File: src/design/pwg_pkg.sv
package pwg_pkg;

  // ----------------------------------------------------------------
  // register indices (byte address is four times the index)
  // ----------------------------------------------------------------
  localparam logic [13:0] IDX_FIRST_SUB_PAD7_OR_UPPER = 14'h10A4;
  localparam logic [13:0] IDX_FIFTH_SUB_PAD7_OR_UPPER = 14'h10AC;
  localparam logic [13:0] IDX_FIFTH_SUB_PAD6_LOWER = 14'h10AD;
  localparam logic [13:0] IDX_PERIOD_COUNT_PAD7_OR_UPPER = 14'h10AE;
  localparam logic [13:0] IDX_PERIOD_COUNT_PAD6_LOWER = 14'h10AF;
  localparam logic [13:0] IDX_WAVEFORM_ENABLE_AND_WIDTH = 14'h10B0;
  localparam logic [13:0] IDX_WAVEFORM_CHAIN_LINKS = 14'h10B1;
  localparam logic [13:0] IDX_WAVEFORM_CLOCK_DIVIDERS = 14'h10B2;
  localparam logic [13:0] IDX_WAVEFORM_DIVIDER_SELECT = 14'h10B3;
  localparam logic [13:0] IDX_WAVEFORM_PAD_RESET = 14'h10B5;

  // ----------------------------------------------------------------
  // field positions
  // ----------------------------------------------------------------
  localparam int CFG_ENABLE_PAIR_BIT = 3;
  localparam int CFG_WIDE_BIT = 7;
  localparam int CHAIN_SIX_AFTER_SEVEN_BIT = 6;
  localparam int PAD_SIX_BIT = 6;
  localparam int DIV1_LSB = 0;
  localparam int DIV2_LSB = 4;
  localparam int NUM_SUBPERIODS = 5;

  // ----------------------------------------------------------------
  // reset values
  // ----------------------------------------------------------------
  localparam logic [7:0] RST_BYTE = 8'h00;
  localparam logic [6:0] RST_CHAIN = 7'h00;
  localparam logic [15:0] RST_COUNT = 16'h0000;

  typedef enum logic [1:0] {
    PWG_IDLE,
    PWG_WAIT,
    PWG_RUN,
    PWG_DONE
  } pwg_state_t;

endpackage : pwg_pkg

File: src/design/pwg_ctrl.sv
// Register access over Avalon-MM was chosen for this implementation.
`timescale 1ns/1ps
// Overview of operation
// - the pad-seven fifth-subperiod byte is pad seven's fifth subperiod in 8-bit mode and the upper byte of pad six's in 16-bit mode.
// - the pad-six fifth-subperiod byte is pad six's fifth subperiod in 8-bit mode and its lower byte in 16-bit mode.
// - writing a duration register sets the period count, pad seven's byte being the upper byte in 16-bit mode.
// - a duration count of zero makes the waveform run without end.
// - reading a duration register returns the periods still left, with the same byte split.
// - each of the low four enable bits switches generation on or off for its pad pair.
// - with a width bit clear both pads of the pair are driven with 8-bit counters.
// - with a width bit set the odd pad is released and the even pad runs 16-bit counters.
// - chain bits link waveforms so that one ends exactly where the next starts.
// - an even chain bit starts pad b after pad b+1 in 8-bit mode or after pad b+2 in 16-bit mode.
// - an odd chain bit starts pad b after pad b+1 in 8-bit mode and is ignored in 16-bit mode.
// - chain bit 6 starts pad six when pad seven ends in 8-bit mode and is ignored in 16-bit mode.
// - two dividers each divide the clock by two to the power d+1, d from one nibble.
// - a pad reset bit stops that pad's waveform and clears its counters until it is cleared.
module pwg_ctrl
  import pwg_pkg::*;
#(
  parameter int ADDR_W = 16
) (
  input wire logic clk_sys,
  input wire logic reset,
  input wire logic [ADDR_W-1:0] avs_address,
  input wire logic avs_read,
  input wire logic avs_write,
  input wire logic [31:0] avs_writedata,
  input wire logic [3:0] avs_byteenable,
  output logic [31:0] avs_readdata,
  output logic avs_waitrequest,
  output logic padSixOut,
  output logic padSixOeN,
  output logic padSevenOut,
  output logic padSevenOeN,
  output logic padSixDone,
  output logic padSevenDone
);

  // ----------------------------------------------------------------
  // registers
  // ----------------------------------------------------------------
  logic [7:0] subHi [NUM_SUBPERIODS];
  logic [7:0] subLo [NUM_SUBPERIODS];
  logic [7:0] waveform_enable_and_width;
  logic [6:0] waveform_chain_links;
  logic [7:0] waveform_clock_dividers;
  logic [7:0] waveform_divider_select;
  logic [7:0] waveform_pad_reset;
  logic [15:0] remain [2];
  logic [7:0] lowSnapshot;

  // ----------------------------------------------------------------
  // bus slave
  // ----------------------------------------------------------------
  logic ack;
  logic [13:0] regIdx;
  logic wrStrobe;
  logic rdStrobe;
  logic [7:0] wrByte;
  logic wrN6;
  logic wrN7;
  logic wide;
  logic [31:0] next_readdata;

  assign regIdx = avs_address[15:2];
  assign avs_waitrequest = (avs_read || avs_write) && !ack;
  // writes land only at the edge where waitrequest is seen low
  assign wrStrobe = avs_write && ack && avs_byteenable[0];
  assign rdStrobe = avs_read && !ack;
  assign wrByte = avs_writedata[7:0];
  assign wide = waveform_enable_and_width[CFG_WIDE_BIT];
  assign wrN6 = wrStrobe && (regIdx == IDX_PERIOD_COUNT_PAD6_LOWER);
  assign wrN7 = wrStrobe && (regIdx == IDX_PERIOD_COUNT_PAD7_OR_UPPER);

  always_ff @(posedge clk_sys) begin
    if (reset) begin
      ack <= 1'b0;
    end else begin
      ack <= (avs_read || avs_write) && !ack;
    end
  end

  always_ff @(posedge clk_sys) begin
    if (reset) begin
      for (int k = 0; k < NUM_SUBPERIODS; k++) begin
        subHi[k] <= RST_BYTE;
        subLo[k] <= RST_BYTE;
      end
    end else if (wrStrobe) begin
      for (int k = 0; k < NUM_SUBPERIODS - 1; k++) begin
        if (regIdx == IDX_FIRST_SUB_PAD7_OR_UPPER + 14'(2 * k)) begin
          subHi[k] <= wrByte;
        end
        if (regIdx == IDX_FIRST_SUB_PAD7_OR_UPPER + 14'(2 * k + 1)) begin
          subLo[k] <= wrByte;
        end
      end
      if (regIdx == IDX_FIFTH_SUB_PAD7_OR_UPPER) begin
        subHi[NUM_SUBPERIODS-1] <= wrByte;
      end
      if (regIdx == IDX_FIFTH_SUB_PAD6_LOWER) begin
        subLo[NUM_SUBPERIODS-1] <= wrByte;
      end
    end
  end

  always_ff @(posedge clk_sys) begin
    if (reset) begin
      waveform_enable_and_width <= RST_BYTE;
      waveform_chain_links <= RST_CHAIN;
      waveform_clock_dividers <= RST_BYTE;
      waveform_divider_select <= RST_BYTE;
      waveform_pad_reset <= RST_BYTE;
    end else if (wrStrobe) begin
      case (regIdx)
        IDX_WAVEFORM_ENABLE_AND_WIDTH: waveform_enable_and_width <= wrByte;
        IDX_WAVEFORM_CHAIN_LINKS: waveform_chain_links <= wrByte[6:0];
        IDX_WAVEFORM_CLOCK_DIVIDERS: waveform_clock_dividers <= wrByte;
        IDX_WAVEFORM_DIVIDER_SELECT: waveform_divider_select <= wrByte;
        IDX_WAVEFORM_PAD_RESET: waveform_pad_reset <= wrByte;
        default: ;
      endcase
    end
  end

  // ----------------------------------------------------------------
  // coherent 16-bit duration read
  // ----------------------------------------------------------------
  // upper-byte read freezes the lower byte for the read that follows;
  // taken at the edge that loads the upper byte, so no decrement
  // can fall between the two halves
  always_ff @(posedge clk_sys) begin
    if (reset) begin
      lowSnapshot <= RST_BYTE;
    end else if (rdStrobe && wide &&
                 regIdx == IDX_PERIOD_COUNT_PAD7_OR_UPPER) begin
      lowSnapshot <= remain[0][7:0];
    end
  end

  // ----------------------------------------------------------------
  // read data
  // ----------------------------------------------------------------
  always_comb begin
    next_readdata = 32'h0000_0000;
    for (int k = 0; k < NUM_SUBPERIODS; k++) begin
      if (regIdx == IDX_FIRST_SUB_PAD7_OR_UPPER + 14'(2 * k)) begin
        next_readdata[7:0] = subHi[k];
      end
      if (regIdx == IDX_FIRST_SUB_PAD7_OR_UPPER + 14'(2 * k + 1)) begin
        next_readdata[7:0] = subLo[k];
      end
    end
    case (regIdx)
      IDX_PERIOD_COUNT_PAD7_OR_UPPER: begin
        next_readdata[7:0] = wide ? remain[0][15:8] : remain[1][7:0];
      end
      IDX_PERIOD_COUNT_PAD6_LOWER: begin
        next_readdata[7:0] = wide ? lowSnapshot : remain[0][7:0];
      end
      IDX_WAVEFORM_ENABLE_AND_WIDTH: begin
        next_readdata[7:0] = waveform_enable_and_width;
      end
      IDX_WAVEFORM_CHAIN_LINKS: begin
        next_readdata[6:0] = waveform_chain_links;
      end
      IDX_WAVEFORM_CLOCK_DIVIDERS: begin
        next_readdata[7:0] = waveform_clock_dividers;
      end
      IDX_WAVEFORM_DIVIDER_SELECT: begin
        next_readdata[7:0] = waveform_divider_select;
      end
      IDX_WAVEFORM_PAD_RESET: begin
        next_readdata[7:0] = waveform_pad_reset;
      end
      default: ;
    endcase
  end

  always_ff @(posedge clk_sys) begin
    if (reset) begin
      avs_readdata <= 32'h0000_0000;
    end else if (avs_read && !ack) begin
      avs_readdata <= next_readdata;
    end
  end

  // ----------------------------------------------------------------
  // clock dividers
  // ----------------------------------------------------------------
  logic tickDiv1;
  logic tickDiv2;

  pwg_clock_divider u_div1 (
    .clk_sys(clk_sys),
    .reset(reset),
    .divExp(waveform_clock_dividers[DIV1_LSB +: 4]),
    .tick(tickDiv1)
  );

  pwg_clock_divider u_div2 (
    .clk_sys(clk_sys),
    .reset(reset),
    .divExp(waveform_clock_dividers[DIV2_LSB +: 4]),
    .tick(tickDiv2)
  );

  // ----------------------------------------------------------------
  // waveform lanes: lane 0 is pad six, lane 1 is pad seven
  // ----------------------------------------------------------------
  logic [1:0] laneLevel;
  logic [1:0] laneActive;
  logic [1:0] laneDonePulse;
  logic [1:0] laneDone;

  for (genvar L = 0; L < 2; L++) begin : g_lane
    pwg_state_t state;
    logic [15:0] tickCnt;
    logic [2:0] subIdx;
    logic [15:0] subVal;
    logic tick;
    logic padRst;
    logic boundary;
    logic periodEnd;
    logic chainHold;
    logic startNow;

    // odd pad is released in 16-bit mode
    assign laneActive[L] = waveform_enable_and_width[CFG_ENABLE_PAIR_BIT] &&
                           !(L == 1 && wide);
    assign padRst = waveform_pad_reset[PAD_SIX_BIT + L];
    assign tick = waveform_divider_select[PAD_SIX_BIT + L] ?
                  tickDiv2 : tickDiv1;

    always_comb begin
      subVal = 16'h0000;
      for (int k = 0; k < NUM_SUBPERIODS; k++) begin
        if (subIdx == 3'(k)) begin
          if (L == 1) begin
            subVal = {8'h00, subHi[k]};
          end else if (wide) begin
            subVal = {subHi[k], subLo[k]};
          end else begin
            subVal = {8'h00, subLo[k]};
          end
        end
      end
    end

    // ----------------------------------------------------------------
    // subperiod timing
    // ----------------------------------------------------------------
    // zero-length subperiods last one tick
    assign boundary = (state == PWG_RUN) && tick &&
                      (tickCnt + 16'h0001 >= subVal);
    assign periodEnd = boundary && (subIdx == 3'(NUM_SUBPERIODS - 1));
    // chain bit 6 has no effect in 16-bit mode
    assign chainHold = (L == 0) && !wide &&
                       waveform_chain_links[CHAIN_SIX_AFTER_SEVEN_BIT];
    // chained start follows the finishing edge of pad seven directly
    assign startNow = chainHold ? laneDonePulse[1] : 1'b1;
    // a remaining count of 1 at period end is the last period
    assign laneDonePulse[L] = periodEnd && (remain[L] == 16'h0001);
    assign laneDone[L] = (state == PWG_DONE);

    // ----------------------------------------------------------------
    // lane sequencing
    // ----------------------------------------------------------------
    always_ff @(posedge clk_sys) begin
      if (reset || padRst || !laneActive[L]) begin
        state <= PWG_IDLE;
      end else begin
        case (state)
          PWG_IDLE: state <= chainHold ? PWG_WAIT : PWG_RUN;
          PWG_WAIT: begin
            if (startNow) begin
              state <= PWG_RUN;
            end
          end
          PWG_RUN: begin
            if (laneDonePulse[L]) begin
              state <= PWG_DONE;
            end
          end
          PWG_DONE: ;
          default: state <= PWG_IDLE;
        endcase
      end
    end

    always_ff @(posedge clk_sys) begin
      if (reset || padRst || state != PWG_RUN) begin
        tickCnt <= 16'h0000;
        subIdx <= 3'h0;
      end else if (boundary) begin
        tickCnt <= 16'h0000;
        subIdx <= periodEnd ? 3'h0 : subIdx + 3'h1;
      end else if (tick) begin
        tickCnt <= tickCnt + 16'h0001;
      end
    end

    always_ff @(posedge clk_sys) begin
      if (reset || padRst || !laneActive[L]) begin
        laneLevel[L] <= 1'b0;
      end else if (boundary) begin
        laneLevel[L] <= !laneLevel[L];
      end
    end

    // ----------------------------------------------------------------
    // period count
    // ----------------------------------------------------------------
    // remaining period count; bus write wins over a decrement
    // pad reset leaves it alone, so a restarted pad resumes its count
    always_ff @(posedge clk_sys) begin
      if (reset) begin
        remain[L] <= RST_COUNT;
      end else if (L == 0 && wrN6) begin
        remain[L] <= wide ? {remain[L][15:8], wrByte} :
                            {8'h00, wrByte};
      end else if (L == 0 && wrN7 && wide) begin
        remain[L] <= {wrByte, remain[L][7:0]};
      end else if (L == 1 && wrN7 && !wide) begin
        remain[L] <= {8'h00, wrByte};
      end else if (periodEnd && remain[L] != 16'h0000) begin
        remain[L] <= remain[L] - 16'h0001;
      end
    end
  end

  // ----------------------------------------------------------------
  // pads
  // ----------------------------------------------------------------
  assign padSixOut = laneLevel[0];
  assign padSevenOut = laneLevel[1];
  assign padSixOeN = !laneActive[0];
  assign padSevenOeN = !laneActive[1];
  // pad six finishing is what chains on the lower pads wait for
  assign padSixDone = laneDone[0];
  assign padSevenDone = laneDone[1];

endmodule : pwg_ctrl

File: src/design/pwg_clock_divider.sv
`timescale 1ns/1ps
module pwg_clock_divider
  import pwg_pkg::*;
#(
  parameter int CNT_W = 17
) (
  input wire logic clk_sys,
  input wire logic reset,
  input wire logic [3:0] divExp,
  output logic tick
);

  logic [CNT_W-1:0] count;
  logic [CNT_W-1:0] limit;

  // division by two to the power d+1
  // five-bit shift amount so d of 15 does not wrap to a shift of zero
  assign limit = (CNT_W'(1) << ({1'b0, divExp} + 5'h01)) - CNT_W'(1);

  // compare with >= so a smaller divisor takes effect at once
  assign tick = (count >= limit);

  always_ff @(posedge clk_sys) begin
    if (reset || tick) begin
      count <= '0;
    end else begin
      count <= count + CNT_W'(1);
    end
  end

endmodule : pwg_clock_divider

File: config.mk
export PLATFORM = sky130hd
export DESIGN_NAME = pwg_ctrl
export DESIGN_NICKNAME = d
export VERILOG_FILES = /design/src/design/pwg_pkg.sv /design/src/design/pwg_ctrl.sv /design/src/design/pwg_clock_divider.sv
export SDC_FILE = /design/constraint.sdc
export NUM_CORES = 1
export LEC_CHECK = 0
export BUFFER_PORTS_ARGS = -buffer_cell sky130_fd_sc_hd__buf_2
export CORE_ASPECT_RATIO = 1.1
export CORE_MARGIN = 1
export CORE_UTILIZATION = 50
export DETAILED_ROUTE_END_ITERATION = 16
export GPL_TIMING_DRIVEN = 0
export PLACE_DENSITY = 0.77
export REMOVE_ABC_BUFFERS = 1
export SYNTH_ARGS = -nofsm -noshare
export SYNTH_HDL_FRONTEND = slang
export SYNTH_SLANG_ARGS = --single-unit
File: constraint.sdc
create_clock -name clk_sys -period 7.8 [get_ports clk_sys]
set_input_delay 0.78 -clock clk_sys [delete_from_list [all_inputs] [get_ports clk_sys]]
set_output_delay 0.78 -clock clk_sys [all_outputs]
set_load 0.02 [all_outputs]
==> results.md <==
- Post-DP HPWL: roughly 28000 um
- Hold Violations, Final: 0
- Area delta synth->final: 8.14%
- Row cnt: 65
- Largest cells by area after synthesis: edfxtp_1, dfxtp_1, ha_1
- Fraction of registers with async set or reset after synthesis: 0%
- Run status: finished, violations left
- Most frequent cell after synthesis: nor2_1
- Setup TNS: 0 ps
- Syn_area_per_cell: 9.16 um2
- Max Cap Violations: 1
- Leakage power: approximately 5.8 nW
- Max Fanout on Critical Path: 18
- Prevailing post-synth register cell: dfxtp_1
- Startpoint types: register
- Hold Path Stages: 2
- Finished Core Util: about 55%
- Yosys top cell by area: edfxtp_1
- Area occupied by multi-input gates: 8000 um2
- Reg2reg start: g_lane[0].subIdx[0]
- Final setup fails: 0
- Mux share of post-synthesis cell area: roughly 3.3%
- CTS tree: done
- Hold EP: g_lane[1].state[0]
- Largest family of logic cells by synthesized area: simple AND/OR/NAND/NOR gates
- XOR/XNOR Fraction of Synth Area: under 10%
- Vias in the first global route: roughly 12k
- Synth top cells by count: nor2_1, nand2_1, dfxtp_1, edfxtp_1, a21oi_1
- Die H: 181 um
- Post-CTS setup buffer count: 0
- CTS resizes: 0
- Violated checks: capacitance limit, slew limit
- First-pass GRT wire length: 63600 um
- Post-Route WL: between 40000 and 50000 um
- Die area: between 20000 and 30000 um2
- EDFF count, synth: between 100 and 150
- R2r endpoint: remain[0][4]
- Antenna viol nets, final: 0
- Routability cong.: 1.00
- Die X: 165 um
- Data arrival, critical path: around 6200 ps
- Antenna diode count: 0
- Simple-gate portion of the synthesized area: approximately a fifth
- HP Start: g_lane[1].state[1]
- Post-layout min period: between 6000 and 7000 ps
- Compound-Gate Fraction of Synth Area: 15.8%
- Setup CP Type: register to register
- R2R cell count: 14
- Cell variety after synth: 86
- Synth Cell Area: between 10000 and 15000 um2
- Clk buf depth: 3
- Clk_skew: 14.7 ps
- GR Util All Layers: 26.9%
- Yosys Warn Count: 0
- DRT Pass-1 Iters: 7
- Final period util: between 70% and 80%
- Seq/Total Area, Yosys: between 40% and 50%
- Synth Area in Adders: between 7 and 8%
- Setup repair after global routing missed its margin: no
- I/O pins: between 90 and 100
- Largest net degree at the start of global routing: 78
- Clock sinks: between 200 and 250
- Mapped Cells: ~1.6k
- Clock transition at the registers of the reported paths: about 60 ps
- Core area: approximately 29000 um2
- Clock Latency Late Sink: 550 ps
- Max-slew violations: 17
- Share of cells above drive strength 1: around 8.3%
- Worst endpoint required time: ~8000 ps
- Hold buffers post-CTS: 0
- Yosys top cell area share: roughly 23%
- Clock root cell: clkbuf_16
- Hold WS: roughly 450 ps
- Port bufs: 41
- P per Cell Area: about 180 nW/um2
- DR vias: between 10k and 15k
- HP Class: register to register
- Relative slew margins: -2.60%
- Peak supply drop: a little under 0.0002 V
- Drt drc: 0
- FF-to-FF setup slack: about 1800 ps
- Yosys reg bits: 246
- Nets@finish: 1716
- Htree depth: 1
- Endpoint class of the critical path: register
- Least-Margin Pin Slew: approximately 1500 ps
- Initial antenna violation count: 0
- DR iter-0 viols: roughly 1.5k
- Max Clk Rate: ~170 MHz
- Fillers: between 2k and 3k
- Avg WL per Cell: 20.5 um
- Vias per cell: between 6 and 7
- Total grt overflow: 0
- Sequential Area: 6050 um2
- Initial Util: roughly 51%
- Num CTS Buffers: 28
-- kinds of logic (layout without fill, tap and decap cells) --
family	Yosys count	in the layout
buf+inv	135	118
flops	246	246
other cells	2	28
xor+xnor	114	114
fa+ha+maj	83	83
compound gates	341	341
simple gates	630	630
mux	39	39
-- routing by layer --
| layer | part of all wire [%] | global-route usage [%] | wire, um | vias to the layer above |
|---|---|---|---|---|
| met5 | 0 | 0 | 0 | - |
| met1 | 39 | 34.3 | 15600 | 5983 |
| met2 | 48 | 44.8 | 19300 | 658 |
| li1 | - | - | - | 5771 |
| met4 | 4.2 | 10.3 | 1680 | 0 |
| met3 | 9.4 | 4.78 | 3790 | 135 |
-- layout make-up --
| type | count | area share [%] |
|---|---|---|
| Sequential cell | 246 | 38.4 |
| Timing Repair Buffer | 43 | 1.44 |
| Clock inverter | 8 | 0.389 |
| Multi-Input combinational cell | 1235 | 50.8 |
| Tap cell | 368 | 2.92 |
| Inverter | 23 | 0.548 |
| Clock buffer | 44 | 5.50 |
-- registers in the layout, indices dropped and copies added, names as in the netlist, 17 cells and up --
signal          flops
subHi              40
g_lane.tickCnt     32
remain             32
u_div1.count       17
u_div2.count       17
subLo              40
-- worst max-delay path: stages, from the launching register on --
cell	delay [ps]
dfxtp_1	410
ha_1	210
nor2b_1	1180
a222oi_1	310
o311ai_0	370
o21ai_0	260
ha_1	390
a21o_1	180
a31oi_1	150
o21ai_0	170
a221oi_1	660
a21oi_1	170
nand3_2	210
nand2b_1	560
nand2_1	420
-- cells in the final DEF (no fill, tap or decap), drive strengths merged, types with 9 or more instances in the layout --
cell    count
dfxtp     134
and2       26
a21oi      86
o21ai      84
a21o       20
clkbuf     44
xor2       63
xnor2      51
nor2      192
a221oi     13
nor2b      12
a222oi     26
nor4       11
edfxtp    112
nand2     168
conb       28
inv        22
buf        43
o311ai     22
a211oi      9
ha         83
clkinv      9
nand4      29
mux2i      29
nand2b     15
and3       18
nor3       38
or3         9
nand3      74
a22oi      21
o211ai     11
-- report_power, final --
| part | leakage, nW | internal, mW | switching, mW | total, mW |
|---|---|---|---|---|
| Combinational | 3.06 | 0.0500 | 0.141 | 0.191 |
| Clock | 0.459 | 0.766 | 0.549 | 1.32 |
| Sequential | 2.23 | 1.37 | 0.0283 | 1.40 |
-- per-stage QoR --
stage | total power, mW | cell area [um2] | instances | worst slack [ps]
final | 2.91 | 15800 | 1967 | 1780
after global routing | 2.98 | 15800 | 1967 | 1360
after CTS | 2.91 | 15700 | 1967 | 2050
after detailed placement | 1.61 | 14800 | 1915 | 2050
after global placement | 1.61 | 14800 | 1913 | 1520
after floorplan | 1.53 | 14100 | 1504 | 3110
-- worst max-delay path by stage --
| stage | cells past startpoint | endpoint | slack [ps] | startpoint |
|---|---|---|---|---|
| final | 14 | remain[0][4] | 1780 | g_lane[0].subIdx[0] |
| after global routing | 14 | remain[0][7] | 1360 | g_lane[0].subIdx[0] |
| after CTS | 14 | remain[0][6] | 2050 | waveform_clock_dividers[6] |
| after detailed placement | 14 | remain[0][6] | 2050 | waveform_clock_dividers[6] |
| after global placement | 15 | remain[0][6] | 1520 | g_lane[0].subIdx[1] |
| after floorplan | 15 | remain[1][0] | 3110 | waveform_clock_dividers[0] |
Power figures use the tool's default switching activity.
